[src/logic/uec_pkg.sv]
// constants for the endpoint control set/clear ports and dma next-descriptor registers
package uec_pkg;
  // --------------------------------------------------------------
  // sizes
  // --------------------------------------------------------------
  localparam int NUM_EP = 7;
  localparam int NUM_CH = 6;
  localparam int ADDR_W = 12;
  localparam int DATA_W = 32;
  localparam int DESC_LSB = 4;
  localparam int DESC_W = DATA_W - DESC_LSB;

  // --------------------------------------------------------------
  // register offsets
  // --------------------------------------------------------------
  localparam logic [ADDR_W-1:0] SET_BASE = 12'h01F0;
  localparam logic [ADDR_W-1:0] CLR_BASE = 12'h0220;
  localparam logic [ADDR_W-1:0] EP_STRIDE = 12'h0004;
  localparam logic [ADDR_W-1:0] DESC_BASE = 12'h0310;
  localparam logic [ADDR_W-1:0] CH_STRIDE = 12'h0010;

  // --------------------------------------------------------------
  // endpoint control field positions
  // --------------------------------------------------------------
  localparam int B_STALL = 19;
  localparam int B_TOGGLE = 18;
  localparam int B_DMA_PAUSE = 16;
  localparam int B_BANK_CTRL = 14;
  localparam int B_KILL = 13;
  localparam int B_BUSY = 12;
  localparam int IRQ_EN_W = 8;
  localparam logic [DATA_W-1:0] SET_MASK = 32'h000D_30FF;
  localparam logic [DATA_W-1:0] CLR_MASK = 32'h0009_50FF;

  // --------------------------------------------------------------
  // reset values and bus answers
  // --------------------------------------------------------------
  localparam logic [DATA_W-1:0] EP_CTRL_RST = 32'h0000_0000;
  localparam logic [DESC_W-1:0] DESC_RST = 28'h000_0000;
  localparam logic [DATA_W-1:0] READ_ZERO = 32'h0000_0000;
  localparam logic [1:0] RESP_OKAY = 2'h0;
  localparam logic [1:0] RESP_DECERR = 2'h3;
endpackage

[src/logic/uec_ep_ctrl.sv]
// one endpoint's control bits, driven by set and clear port writes and hardware events
`timescale 1ns/100ps
module uec_ep_ctrl (
  // clock and reset
  input wire logic clk,
  input wire logic resetn,
  // port writes, strobe-masked data
  input wire logic set_we,
  input wire logic clr_we,
  input wire logic [uec_pkg::DATA_W-1:0] wbits,
  // hardware events
  input wire logic kill_done,
  input wire logic setup_rx,
  input wire logic bank_ready,
  // control state
  output logic [uec_pkg::DATA_W-1:0] ctrl_q
);
  import uec_pkg::*;

  logic [DATA_W-1:0] ctrl_d;
  logic [DATA_W-1:0] set_bits;
  logic [DATA_W-1:0] clr_bits;

  // --------------------------------------------------------------
  // next state: hardware clears, then software clears, then sets
  // --------------------------------------------------------------
  always_comb begin
    set_bits = set_we ? (wbits & SET_MASK) : '0; // RULE_02
    clr_bits = clr_we ? (wbits & CLR_MASK) : '0; // RULE_02
    ctrl_d = ctrl_q;
    ctrl_d[B_TOGGLE] = 1'b0; // RULE_18
    if (kill_done) begin
      ctrl_d[B_KILL] = 1'b0; // RULE_17
    end
    if (setup_rx) begin
      ctrl_d[B_STALL] = 1'b0; // RULE_19
    end
    // RULE_01 RULE_08 RULE_09 RULE_10 RULE_11
    ctrl_d = ctrl_d & ~clr_bits;
    if (bank_ready) begin
      ctrl_d[B_BANK_CTRL] = 1'b1; // hardware set beats software clear
    end
    // RULE_03 RULE_05 RULE_06 RULE_07 RULE_08 RULE_10 RULE_11
    ctrl_d = ctrl_d | set_bits;
  end

  // register
  always_ff @(posedge clk) begin
    if (!resetn) begin
      ctrl_q <= EP_CTRL_RST;
    end else begin
      ctrl_q <= ctrl_d;
    end
  end
endmodule

[src/logic/uec_regs.sv]
// AXI4-Lite register bank: endpoint control set/clear ports and dma next-descriptor pointers
// Contract
// (RULE_01) clear port bits clear interrupt enables
// (RULE_02) zero writes no effect, ports read zero
// (RULE_03) set port bits set interrupt enables
// (RULE_04) set ports at 0x01F0 plus 4 per endpoint
// (RULE_05) set port bit layout fixed
// (RULE_06) kill bit sets kill request
// (RULE_07) toggle bit sets toggle reset request
// (RULE_08) stall set and clear bits
// (RULE_09) clear port clears bank control flag
// (RULE_10) dma pause enable set and clear
// (RULE_11) busy bank enable set and clear
// (RULE_12) next-descriptor per channel, reset zero
// (RULE_13) field holds descriptor address bits 31:4
// (RULE_14) software and dma both update pointer
// (RULE_15) low four bits ignored, read zero
// (RULE_16) clear ports at 0x0220 plus 4 per endpoint
// (RULE_17) hardware clears kill request when done
// (RULE_18) toggle reset forces next Data0
// (RULE_19) setup packet clears stall request
`timescale 1ns/100ps
module uec_regs #(
  parameter int N_EP = uec_pkg::NUM_EP,
  parameter int N_CH = uec_pkg::NUM_CH
) (
  // clock and reset
  input wire logic CORE_CLK,
  input wire logic RESETN,
  // axi4-lite write address
  input wire logic [uec_pkg::ADDR_W-1:0] S_AXI_AWADDR,
  input wire logic [2:0] S_AXI_AWPROT,
  input wire logic S_AXI_AWVALID,
  output logic S_AXI_AWREADY,
  // axi4-lite write data
  input wire logic [uec_pkg::DATA_W-1:0] S_AXI_WDATA,
  input wire logic [3:0] S_AXI_WSTRB,
  input wire logic S_AXI_WVALID,
  output logic S_AXI_WREADY,
  // axi4-lite write response
  output logic [1:0] S_AXI_BRESP,
  output logic S_AXI_BVALID,
  input wire logic S_AXI_BREADY,
  // axi4-lite read address
  input wire logic [uec_pkg::ADDR_W-1:0] S_AXI_ARADDR,
  input wire logic [2:0] S_AXI_ARPROT,
  input wire logic S_AXI_ARVALID,
  output logic S_AXI_ARREADY,
  // axi4-lite read data
  output logic [uec_pkg::DATA_W-1:0] S_AXI_RDATA,
  output logic [1:0] S_AXI_RRESP,
  output logic S_AXI_RVALID,
  input wire logic S_AXI_RREADY,
  // endpoint hardware events, one bit per endpoint
  input wire logic [N_EP-1:0] KILL_DONE,
  input wire logic [N_EP-1:0] SETUP_RX,
  input wire logic [N_EP-1:0] BANK_READY,
  // endpoint control state, one word per endpoint
  output logic [N_EP*uec_pkg::DATA_W-1:0] EP_CTRL,
  // dma descriptor load, one slot per channel
  input wire logic [N_CH-1:0] DESC_LOAD,
  input wire logic [N_CH*uec_pkg::DESC_W-1:0] DESC_LOAD_ADDR,
  // next-descriptor pointers, one slot per channel
  output logic [N_CH*uec_pkg::DESC_W-1:0] NEXT_DESC
);
  import uec_pkg::*;

  // --------------------------------------------------------------
  // declarations
  // --------------------------------------------------------------
  logic aw_held_q, aw_held_d;
  logic w_held_q, w_held_d;
  logic [ADDR_W-1:0] awaddr_q, awaddr_d;
  logic [DATA_W-1:0] wdata_q, wdata_d;
  logic [3:0] wstrb_q, wstrb_d;
  logic awready_q, awready_d;
  logic wready_q, wready_d;
  logic bvalid_q, bvalid_d;
  logic [1:0] bresp_q, bresp_d;
  logic arready_q, arready_d;
  logic rvalid_q, rvalid_d;
  logic [DATA_W-1:0] rdata_q, rdata_d;
  logic [1:0] rresp_q, rresp_d;
  logic wr_fire;
  logic [DATA_W-1:0] wmask;
  logic [DATA_W-1:0] wbits;
  logic [N_EP-1:0] set_we;
  logic [N_EP-1:0] clr_we;
  logic [N_CH-1:0] desc_we;
  logic [DESC_W-1:0] desc_q [N_CH];
  logic [DESC_W-1:0] desc_d [N_CH];

  // --------------------------------------------------------------
  // address map helpers
  // --------------------------------------------------------------
  // true when the address hits any port or pointer
  function automatic logic addr_mapped(input logic [ADDR_W-1:0] a);
    logic hit;
    hit = 1'b0;
    for (int e = 0; e < N_EP; e++) begin
      if (a == ADDR_W'(SET_BASE + e * EP_STRIDE)) begin
        hit = 1'b1; // RULE_04
      end
      if (a == ADDR_W'(CLR_BASE + e * EP_STRIDE)) begin
        hit = 1'b1; // RULE_16
      end
    end
    for (int c = 0; c < N_CH; c++) begin
      if (a == ADDR_W'(DESC_BASE + c * CH_STRIDE)) begin
        hit = 1'b1; // RULE_12
      end
    end
    return hit;
  endfunction

  // read value: set and clear ports always read zero
  function automatic logic [DATA_W-1:0] read_word(input logic [ADDR_W-1:0] a);
    logic [DATA_W-1:0] v;
    v = READ_ZERO; // RULE_02
    for (int c = 0; c < N_CH; c++) begin
      if (a == ADDR_W'(DESC_BASE + c * CH_STRIDE)) begin
        v = {desc_q[c], {DESC_LSB{1'b0}}}; // RULE_13 RULE_15
      end
    end
    return v;
  endfunction

  // --------------------------------------------------------------
  // write channel: address and data taken in either order
  // --------------------------------------------------------------
  assign wr_fire = aw_held_q && w_held_q && !bvalid_q;
  assign wmask = {{8{wstrb_q[3]}}, {8{wstrb_q[2]}}, {8{wstrb_q[1]}}, {8{wstrb_q[0]}}};
  assign wbits = wdata_q & wmask;

  // next state of the write side
  always_comb begin
    aw_held_d = aw_held_q;
    w_held_d = w_held_q;
    awaddr_d = awaddr_q;
    wdata_d = wdata_q;
    wstrb_d = wstrb_q;
    awready_d = awready_q;
    wready_d = wready_q;
    bvalid_d = bvalid_q;
    bresp_d = bresp_q;
    if (S_AXI_AWVALID && awready_q) begin
      aw_held_d = 1'b1;
      awaddr_d = S_AXI_AWADDR;
      awready_d = 1'b0;
    end
    if (S_AXI_WVALID && wready_q) begin
      w_held_d = 1'b1;
      wdata_d = S_AXI_WDATA;
      wstrb_d = S_AXI_WSTRB;
      wready_d = 1'b0;
    end
    if (wr_fire) begin
      aw_held_d = 1'b0;
      w_held_d = 1'b0;
      bvalid_d = 1'b1;
      bresp_d = addr_mapped(awaddr_q) ? RESP_OKAY : RESP_DECERR;
    end
    if (bvalid_q && S_AXI_BREADY) begin
      bvalid_d = 1'b0;
      awready_d = 1'b1;
      wready_d = 1'b1;
    end
  end

  // write side registers
  always_ff @(posedge CORE_CLK) begin
    if (!RESETN) begin
      aw_held_q <= 1'b0;
      w_held_q <= 1'b0;
      awaddr_q <= '0;
      wdata_q <= '0;
      wstrb_q <= '0;
      awready_q <= 1'b1;
      wready_q <= 1'b1;
      bvalid_q <= 1'b0;
      bresp_q <= RESP_OKAY;
    end else begin
      aw_held_q <= aw_held_d;
      w_held_q <= w_held_d;
      awaddr_q <= awaddr_d;
      wdata_q <= wdata_d;
      wstrb_q <= wstrb_d;
      awready_q <= awready_d;
      wready_q <= wready_d;
      bvalid_q <= bvalid_d;
      bresp_q <= bresp_d;
    end
  end

  // --------------------------------------------------------------
  // read channel: one cycle from address to data
  // --------------------------------------------------------------
  always_comb begin
    arready_d = arready_q;
    rvalid_d = rvalid_q;
    rdata_d = rdata_q;
    rresp_d = rresp_q;
    if (S_AXI_ARVALID && arready_q) begin
      arready_d = 1'b0;
      rvalid_d = 1'b1;
      rdata_d = read_word(S_AXI_ARADDR);
      rresp_d = addr_mapped(S_AXI_ARADDR) ? RESP_OKAY : RESP_DECERR;
    end
    if (rvalid_q && S_AXI_RREADY) begin
      rvalid_d = 1'b0;
      arready_d = 1'b1;
    end
  end

  // read side registers
  always_ff @(posedge CORE_CLK) begin
    if (!RESETN) begin
      arready_q <= 1'b1;
      rvalid_q <= 1'b0;
      rdata_q <= READ_ZERO;
      rresp_q <= RESP_OKAY;
    end else begin
      arready_q <= arready_d;
      rvalid_q <= rvalid_d;
      rdata_q <= rdata_d;
      rresp_q <= rresp_d;
    end
  end

  // bus outputs straight from flops
  assign S_AXI_AWREADY = awready_q;
  assign S_AXI_WREADY = wready_q;
  assign S_AXI_BVALID = bvalid_q;
  assign S_AXI_BRESP = bresp_q;
  assign S_AXI_ARREADY = arready_q;
  assign S_AXI_RVALID = rvalid_q;
  assign S_AXI_RDATA = rdata_q;
  assign S_AXI_RRESP = rresp_q;

  // --------------------------------------------------------------
  // endpoint control: one instance per endpoint
  // --------------------------------------------------------------
  for (genvar e = 0; e < N_EP; e++) begin : g_ep
    assign set_we[e] = wr_fire && (awaddr_q == ADDR_W'(SET_BASE + e * EP_STRIDE)); // RULE_04
    assign clr_we[e] = wr_fire && (awaddr_q == ADDR_W'(CLR_BASE + e * EP_STRIDE)); // RULE_16
    uec_ep_ctrl u_ep (
      .clk(CORE_CLK),
      .resetn(RESETN),
      .set_we(set_we[e]),
      .clr_we(clr_we[e]),
      .wbits(wbits),
      .kill_done(KILL_DONE[e]),
      .setup_rx(SETUP_RX[e]),
      .bank_ready(BANK_READY[e]),
      .ctrl_q(EP_CTRL[e*DATA_W +: DATA_W])
    );
  end

  // --------------------------------------------------------------
  // next-descriptor pointers
  // --------------------------------------------------------------
  for (genvar c = 0; c < N_CH; c++) begin : g_ch
    assign desc_we[c] = wr_fire && (awaddr_q == ADDR_W'(DESC_BASE + c * CH_STRIDE)); // RULE_12
    assign NEXT_DESC[c*DESC_W +: DESC_W] = desc_q[c];
  end

  // byte-merged software write; a dma load in the same cycle wins
  always_comb begin
    for (int c = 0; c < N_CH; c++) begin
      desc_d[c] = desc_q[c];
      if (desc_we[c]) begin
        // RULE_13 RULE_15
        desc_d[c] = (desc_q[c] & ~wmask[DATA_W-1:DESC_LSB]) | wbits[DATA_W-1:DESC_LSB];
      end
      if (DESC_LOAD[c]) begin
        desc_d[c] = DESC_LOAD_ADDR[c*DESC_W +: DESC_W]; // RULE_14
      end
    end
  end

  // pointer registers
  always_ff @(posedge CORE_CLK) begin
    for (int c = 0; c < N_CH; c++) begin
      if (!RESETN) begin
        desc_q[c] <= DESC_RST; // RULE_12
      end else begin
        desc_q[c] <= desc_d[c];
      end
    end
  end
endmodule

[config.mk]
export PLATFORM = sky130hd
export DESIGN_NAME = uec_regs
export DESIGN_NICKNAME = d
export VERILOG_FILES = /design/src/logic/uec_pkg.sv /design/src/logic/uec_ep_ctrl.sv /design/src/logic/uec_regs.sv
export SDC_FILE = /design/constraint.sdc
export NUM_CORES = 1
export LEC_CHECK = 0
export BUFFER_PORTS_ARGS = -buffer_cell sky130_fd_sc_hd__buf_4
export CAP_MARGIN = 20
export CORE_AREA = 10 10 261 263
export CTS_CLUSTER_SIZE = 20
export DETAILED_ROUTE_END_ITERATION = 10
export DIE_AREA = 0 0 271 273
export PLACE_DENSITY = 0.57
export SLEW_MARGIN = 20
export SYNTH_ARGS = -nofsm -noshare
export SYNTH_HDL_FRONTEND = slang
export SYNTH_SLANG_ARGS = --single-unit
[constraint.sdc]
create_clock -name CORE_CLK -period 6.85 [get_ports CORE_CLK]
set_input_delay 1.7125 -clock CORE_CLK [delete_from_list [all_inputs] [get_ports CORE_CLK]]
set_output_delay 1.7125 -clock CORE_CLK [all_outputs]
set_load 0.005 [all_outputs]
# After elaboration in Yosys (flattened, before gate mapping)
# Memories as Yosys holds them, arrays and structs flattened.
# Cells that the tools add are included.
# op_classes
eq_ne	40
muxes	105
bitwise	42
reduce_logical	31
# ops
operator	count
$mux W28	18
$eq A12 B10 Y1 const B	32
$mux W20	14
$and A32 B32 Y32	8
$not A32 Y32	7
$or A32 B32 Y32	7
$mux W32	6
$and A28 B28 Y28	6
$or A28 B28 Y28	6
$eq A12 B9 Y1 const B	8
$mux W1	65
$not A28 Y28	1
$logic_and A1 B1 Y1	27
$or A1 B1 Y1	6
$reduce_or A2 Y1	3
$mux W2	2
$logic_not A1 Y1	1
$not A1 Y1	1
# totals
register_bits	315
mem_bits_rw	168
inputBits	268
out_inout_bits	433
wordCells	239
mem_count	1
# mem_list
name	depth	width	read_ports	rd_ports_with_merged_regs	wr	line_no	rtl
desc_q	6	28	6	0	6	uec_regs.sv:90	logic [DESC_W-1:0] desc_q [N_CH];

# Logic depth before layout (Yosys ltp)
# Gate-level depths: netlist (run 1).
# logic_depth
ltp_word	23
depth_mapped	8
ltp_nobuf	4

# Modules after synthesis
# A second synthesis (run 1) with hierarchy kept.
# unflattened
cells_unflattened	2075
area_unflattened_um2	17087.6
# modules_own_cells
module	n_inst	cells_per_inst	area_per_inst_um2	seq_area_each_um2
uec_regs	1	1536	12340.6	5064.9
uec_ep_ctrl	7	77	678.2	280.3

# Least setup slack after synthesis (run 1)
# No wires, ideal clock.
# synth_timing
kind	input -> register
from	input port S_AXI_ARADDR[5] (netlist bit)
to	register rdata_q[21] (netlist: S_AXI_RDATA[21])
setup_time_ns	0.087
t_arrival_ns	3.320
path_slack_ns	3.443
path_stages	8
n_path_buf	4
path_cell_list	clkbuf_1 > clkbuf_1 > clkbuf_1 > buf_1 > nor2_1 > o2bb2ai_1 > mux2i_1 > o31ai_1
# synth_via
elab_chain_cells	7
elab_cells_between_ends	12
# synth_rtl
element	line_no	rtl
from (decl)	uec_regs.sv:45	input wire logic [uec_pkg::ADDR_W-1:0] S_AXI_ARADDR,
$eq A12 B10 Y1	uec_regs.sv:121	if (a == ADDR_W'(DESC_BASE + c * CH_STRIDE)) begin
$mux W32 (5 in series)	uec_regs.sv:121	
$mux W32 *	uec_regs.sv:121	
to (signal assigned)	uec_regs.sv:225	rdata_q <= rdata_d;
to (decl)	uec_regs.sv:82	logic [DATA_W-1:0] rdata_q, rdata_d;
# Every way passes the cells marked *; elsewhere a longest branch is shown, timed or not.
# A chain may end at the register's enable or synchronous reset.

==> results_dict.tcl, run 1 <==
set metrics [dict create \
    status "finished, final reports clean" \
    timing.final.hold_violations 0 \
    endpoint_kind "register" \
    crit_fanout 101 \
    start_kind "primary input" \
    synthArstFlopShare_pct 0 \
    core_um2 62700 \
    h-tree-depth 2 \
    cts_tree "built" \
    swShare_pct 28.8 \
    seq_area_um2 7030 \
    cts_resized 0 \
    setup_viol 0 \
    area_growth_pct 33.0 \
    post-route-min-period_ns 3.63 \
    power.clock.fraction_pct 43.4 \
    synth_seq_cells 351 \
    critPathArrivalTime_ns 4.11 \
    relSlewSlack_pct 24.6 \
    grt_setup_unrepaired "no" \
    ys_seq_area_share_pct 40.7 \
    start_util_pct 27.5 \
    row_count 92 \
    detail-route-antenna-nets 0 \
    synth-main-ff-cell "dfxtp_1" \
    routabilityCongestion 0.924 \
    grt_pass1_wl_mm 124 \
    grt_pass1_vias 17600 \
    antenna_found_initial 11 \
    synth.distinct_cells 57 \
    required_ns 7.32 \
    drive_gt1_share_pct 28.9 \
    holdWs_ns 0.452 \
    p_per_area_nw_per_um2 230 \
    grt_max_degree 128 \
    vias_per_cell 5.25 \
    syn_inst 2041 \
    comb_power_share_pct 13.7 \
    stdcell_count 3367 \
    die_area_um2 74000 \
    min_path_cells 2 \
    wl_per_cell_um 25.6 \
    clock_sinks 351 \
    final_cell_mix "buf_4 (584), dfxtp_1 (349), o21ai_0 (246)" \
    cts_buffer_depth 3 \
    clock_latency_ns 0.58 \
    worstMarginPinSlew_ns 1.13 \
    pwr-share-seq_pct 42.9 \
    routed_wl_mm 86.3 \
    r2r.worst_path.cells 4 \
    die_w_um 271 \
    io_buffers 564 \
    synth-simple-area-share_pct 17.4 \
    cts_root_buf "clkbuf_16" \
    fillers 6476 \
    hold_path.class "register to register" \
    syn_area_um2 17300 \
    route.vias.total 17700 \
    synth_top_family_by_area "compound AO/OA/AOI/OAI gates" \
    synth_xor_area_share_pct 0 \
    grt-ovfl-total 0 \
    crit_type "primary input to register" \
    synthAdderAreaFrac_pct 0 \
    drtPass1Iterations 5 \
    numCtsBuffers 43 \
    hpwlAfterDp_mm 64.1 \
    ioPinCount 701 \
    drc 0 \
    die_h_um 273 \
    post_cts_buffers 0 \
    clkTransAtPathRegs_ns 0.06 \
    p_switching_w 0.00153 \
    synth_compound_gate_area_share_pct 23.6 \
    report.final.slew_viol_count 0 \
    p_int_w 0.00377 \
    holdBufCountCts 0 \
    synthMuxAreaShare_pct 7.69 \
    layout.cells.most_common "buf_4" \
    skew_ns 0.0168 \
    syn_area_per_cell_um2 8.46 \
    ys_warn_count 0 \
    p_leak_nw 9.18 \
    drv_cap 0 \
    synth_edf_count 0 \
    drt-initial-drc-count 1672 \
    fmax_ghz 0.275 \
    finalCritPeriodShare_pct 53.0 \
    dp_cells 3283 \
    nNetsFinal 2750 \
    grtUsageTotal_pct 21.9 \
    peakVddDrop_v 0.000211 \
    timing.setup.tns_ns 0 \
    multi_input_area_um2 8980 \
]
-- cell families after synthesis --
group                  count (synthesis)
AND/OR/NAND/NOR                      558
AO/OA/AOI/OAI                        666
flip-flops                           351
other                                  1
buffers and inverters                336
multiplexers                         129
-- power groups by stage --
stage / Sequential (W) / Clock, W / Combinational, W
floorplan: 0.00225 / 0 / 0.000411
CTS: 0.00227 / 0.00234 / 0.000727
finish: 0.00227 / 0.00230 / 0.000727
detailed placement: 0.00231 / 0 / 0.000725
global placement: 0.00231 / 0 / 0.000718
global route: 0.00228 / 0.00242 / 0.000789
-- through the flow --
step	instance area, um^2	total power [W]	util [%]	setup WS [ns]
detailed placement	21500	0.00304	34.3	2.69
CTS	23000	0.00533	36.6	3.28
floorplan	17700	0.00266	-	3.44
global route	23000	0.00549	36.6	3.07
finish	23000	0.00529	36.6	3.22
global placement	21500	0.00302	34.3	2.73
-- worst paths after layout --
check	from	end	slack, ns
setup / recovery	RESETN	S_AXI_RDATA[13]	3.22
hold / removal	S_AXI_RDATA[22]	S_AXI_RDATA[22]	0.45
setup reg to reg	awaddr_q[7]	register	3.70
hold reg to reg	S_AXI_RDATA[22]	S_AXI_RDATA[22]	0.45
-- metal layers --
layer | wire, um | track usage (%) | vias to the layer above
met5 | 133 | 0 | -
met3 | 7520 | 6.45 | 168
met4 | 2820 | 7.47 | 18
li1 | - | - | 8075
met2 | 40600 | 36.5 | 876
met1 | 35300 | 26.7 | 8524
-- final cells by class --
cell class              instances  area share, %
repair buffers                586           19.2
diodes                          4         0.0436
well taps                     846           4.61
clock buffers                  66           5.58
inverters                      17          0.289
multi-input cells            1483           39.1
flip-flops and latches        351           30.6
clock inverters                14          0.545
-- cell usage after synthesis, drive strengths merged (4+ instances only) --
| master | number | area, um^2 |
|---|---|---|
| nor2b | 7 | 43.8 |
| inv | 16 | 60.1 |
| buf | 167 | 1180 |
| o2bb2ai | 27 | 236 |
| o31ai | 40 | 300 |
| nand2b | 5 | 31.3 |
| or4b | 5 | 50.1 |
| nor3 | 106 | 531 |
| and2 | 5 | 31.3 |
| o21ai | 247 | 1240 |
| nand4b | 5 | 58.8 |
| a21oi | 155 | 776 |
| dfxtp | 351 | 7030 |
| o311ai | 31 | 272 |
| mux2i | 100 | 1000 |
| nand2 | 153 | 574 |
| or4bb | 16 | 180 |
| a211oi | 95 | 713 |
| nor4 | 31 | 477 |
| nand3b | 11 | 82.6 |
| nand3 | 31 | 155 |
| clkbuf | 152 | 572 |
| nand4 | 9 | 56.3 |
| nor4b | 4 | 41.3 |
| o22ai | 34 | 213 |
| mux2 | 29 | 327 |
| a22o | 27 | 236 |
| nor2 | 158 | 593 |
-- critical path, cell delays in order --
cell and delay [ns]:
buf_6 0.51, nand3_1 0.94, buf_4 0.53, o31ai_1 0.30
Note: power is estimated with default switching activity, not from simulation.
==> run 2, diff against run 1 <==
- CORE_AREA: 10 10 261 263 -> 10 10 262 264
- DIE_AREA: 0 0 271 273 -> 0 0 272 274
- PLACE_DENSITY: 0.57 -> 0.59
- clock period: 6.85 -> 3.3 ns (I/O delays scaled with it)
==> run 2 against run 1 <==
Register-to-register slack got worse by 2.9 ns; setup slack got worse by 2.5 ns; clock skew rose by 0.013 ns; routed wire length rose by 2.3%; non-clock buffer count rose by 45.
==> results_dict.tcl, run 2 (synthesis results as in run 1) <==
set metrics [dict create \
    status "finished, final reports clean" \
    h-tree-depth 2 \
    route.vias.total 17900 \
    start_util_pct 27.1 \
    path_depth 5 \
    dp_worst_setup_slack_ns 0.519 \
    die_w_um 272 \
    hold_path.class "register to register" \
    cts_tree "built" \
    grt-ovfl-total 0 \
    cp_slowest_stage_delay_ns 1.09 \
    power_w 0.0115 \
    min_path_cells 2 \
    grt_max_degree 67 \
    antenna_found_initial 16 \
    grt_setup_unrepaired "no" \
    timing.setup.tns_ns 0 \
    drt-initial-drc-count 1762 \
    crit_fanout 16 \
    die_h_um 274 \
    cp_cell_sequence "or4b_2 -> nor4_4 -> buf_4 -> nor3_1 -> a211oi_1" \
    grt_pass1_vias 17800 \
    skew_ns 0.0299 \
    crit_type "register to register" \
    clock_latency_ns 0.59 \
    path_buf_inv 1 \
    io_buffers 564 \
    slowest_stage "or4b_2" \
    wl_per_cell_um 25.8 \
    drive_gt1_share_pct 30.4 \
    peakVddDrop_v 0.000341 \
    numCtsBuffers 43 \
    clkTransAtPathRegs_ns 0.06 \
    cts_buffer_depth 3 \
    drtPass1Iterations 7 \
    hpwlAfterDp_mm 67.6 \
    required_ns 3.77 \
    endpoint_kind "register" \
    drc 0 \
    vias_per_cell 5.24 \
    finalCritPeriodShare_pct 77.2 \
    setup_slack_ns 0.752 \
    routed_wl_mm 88.3 \
    p_leak_nw 9.51 \
    cts_resized 0 \
    ioPinCount 701 \
    core_um2 63600 \
    die_area_um2 74500 \
    grt_pass1_wl_mm 124 \
    final_cell_mix "buf_4 (624), dfxtp_1 (349), o21ai_0 (246)" \
    timing.final.hold_violations 0 \
    post-route-min-period_ns 2.55 \
    critPathArrivalTime_ns 3.01 \
    cts_root_buf "clkbuf_16" \
    drv_cap 0 \
    grtUsageTotal_pct 22.2 \
    detail-route-antenna-nets 0 \
    holdBufCountCts 0 \
    row_count 93 \
    design_area_um2 23500 \
    area_growth_pct 36.2 \
    report.final.slew_viol_count 0 \
    layout.cells.most_common "buf_4" \
    post_cts_buffers 0 \
    worstMarginPinSlew_ns 1.04 \
    placed_cell_area_um2 22000 \
    routabilityCongestion 0.920 \
    relSlewSlack_pct 29.9 \
    nNetsFinal 2795 \
    fmax_ghz 0.393 \
    fillers 6571 \
    r2r.worst_path.cells 5 \
    p_per_area_nw_per_um2 488 \
    clock_sinks 351 \
    setup_viol 0 \
    critPathTopFamily "simple AND/OR/NAND/NOR gates" \
    start_kind "register" \
]
==> run 2: cell types whose count changed in the layout (fill, tap and decap cells not counted), sizes merged, moves of 2 or more <==
| cell | change |
|---|---|
| clkinvlp | -2 |
| clkbuf | -9 |
| bufinv | +6 |
| buf | +45 |
| inv | +3 |
==> run 2: metrics by stage <==
stage               instances  util (%)  hold WS, ns
floorplan                2170         -        0.449
global placement         3337      34.5        0.443
detailed placement       3337      34.5        0.447
CTS                      3416      36.9        0.436
global route             3416      36.9        0.447
finish                   3419      36.9        0.458
==> run 2: worst min-delay path: stages, from the launching register on <==
cell,delay [ns]
dfxtp_1,0.31
nand2_1,0.05
o31ai_1,0.05
==> run 2: power breakdown <==
group	switching, W	total, W	internal [W]
Sequential	0.000291	0.00472	0.00443
Clock	0.00209	0.00519	0.00311
Combinational	0.000844	0.00155	0.000702
==> run 2: per-layer routing <==
layer / global-route usage [%] / share of wire (%) / up-vias / wire, um
met1: 26.4 / 40 / 8588 / 35000
met4: 7.41 / 3.3 / 24 / 2910
li1: - / - / 8160 / -
met2: 37.4 / 47 / 963 / 41900
met3: 6.97 / 9.5 / 177 / 8350
met5: 0 / 0.20 / - / 178
==> run 2: cell type report <==
type,count,area [um^2],area share [%]
Clock buffer,57,1220,5.19
Timing Repair Buffer,631,4820,20.5
Sequential cell,351,7030,29.9
Multi-Input combinational cell,1483,8980,38.2
Antenna cell,3,7.51,0.0319
Clock inverter,22,318,1.35
Inverter,17,66.3,0.282
Tap cell,855,1070,4.55
==> run 2: final timing paths <==
kind / to / slack [ns] / startpoint
worst min register to register: S_AXI_RDATA[11] / 0.46 / S_AXI_RDATA[11]
worst max register to register: register / 0.75 / awaddr_q[11]
worst max-delay path: register / 0.75 / awaddr_q[11]
worst min-delay path: S_AXI_RDATA[11] / 0.46 / S_AXI_RDATA[11]
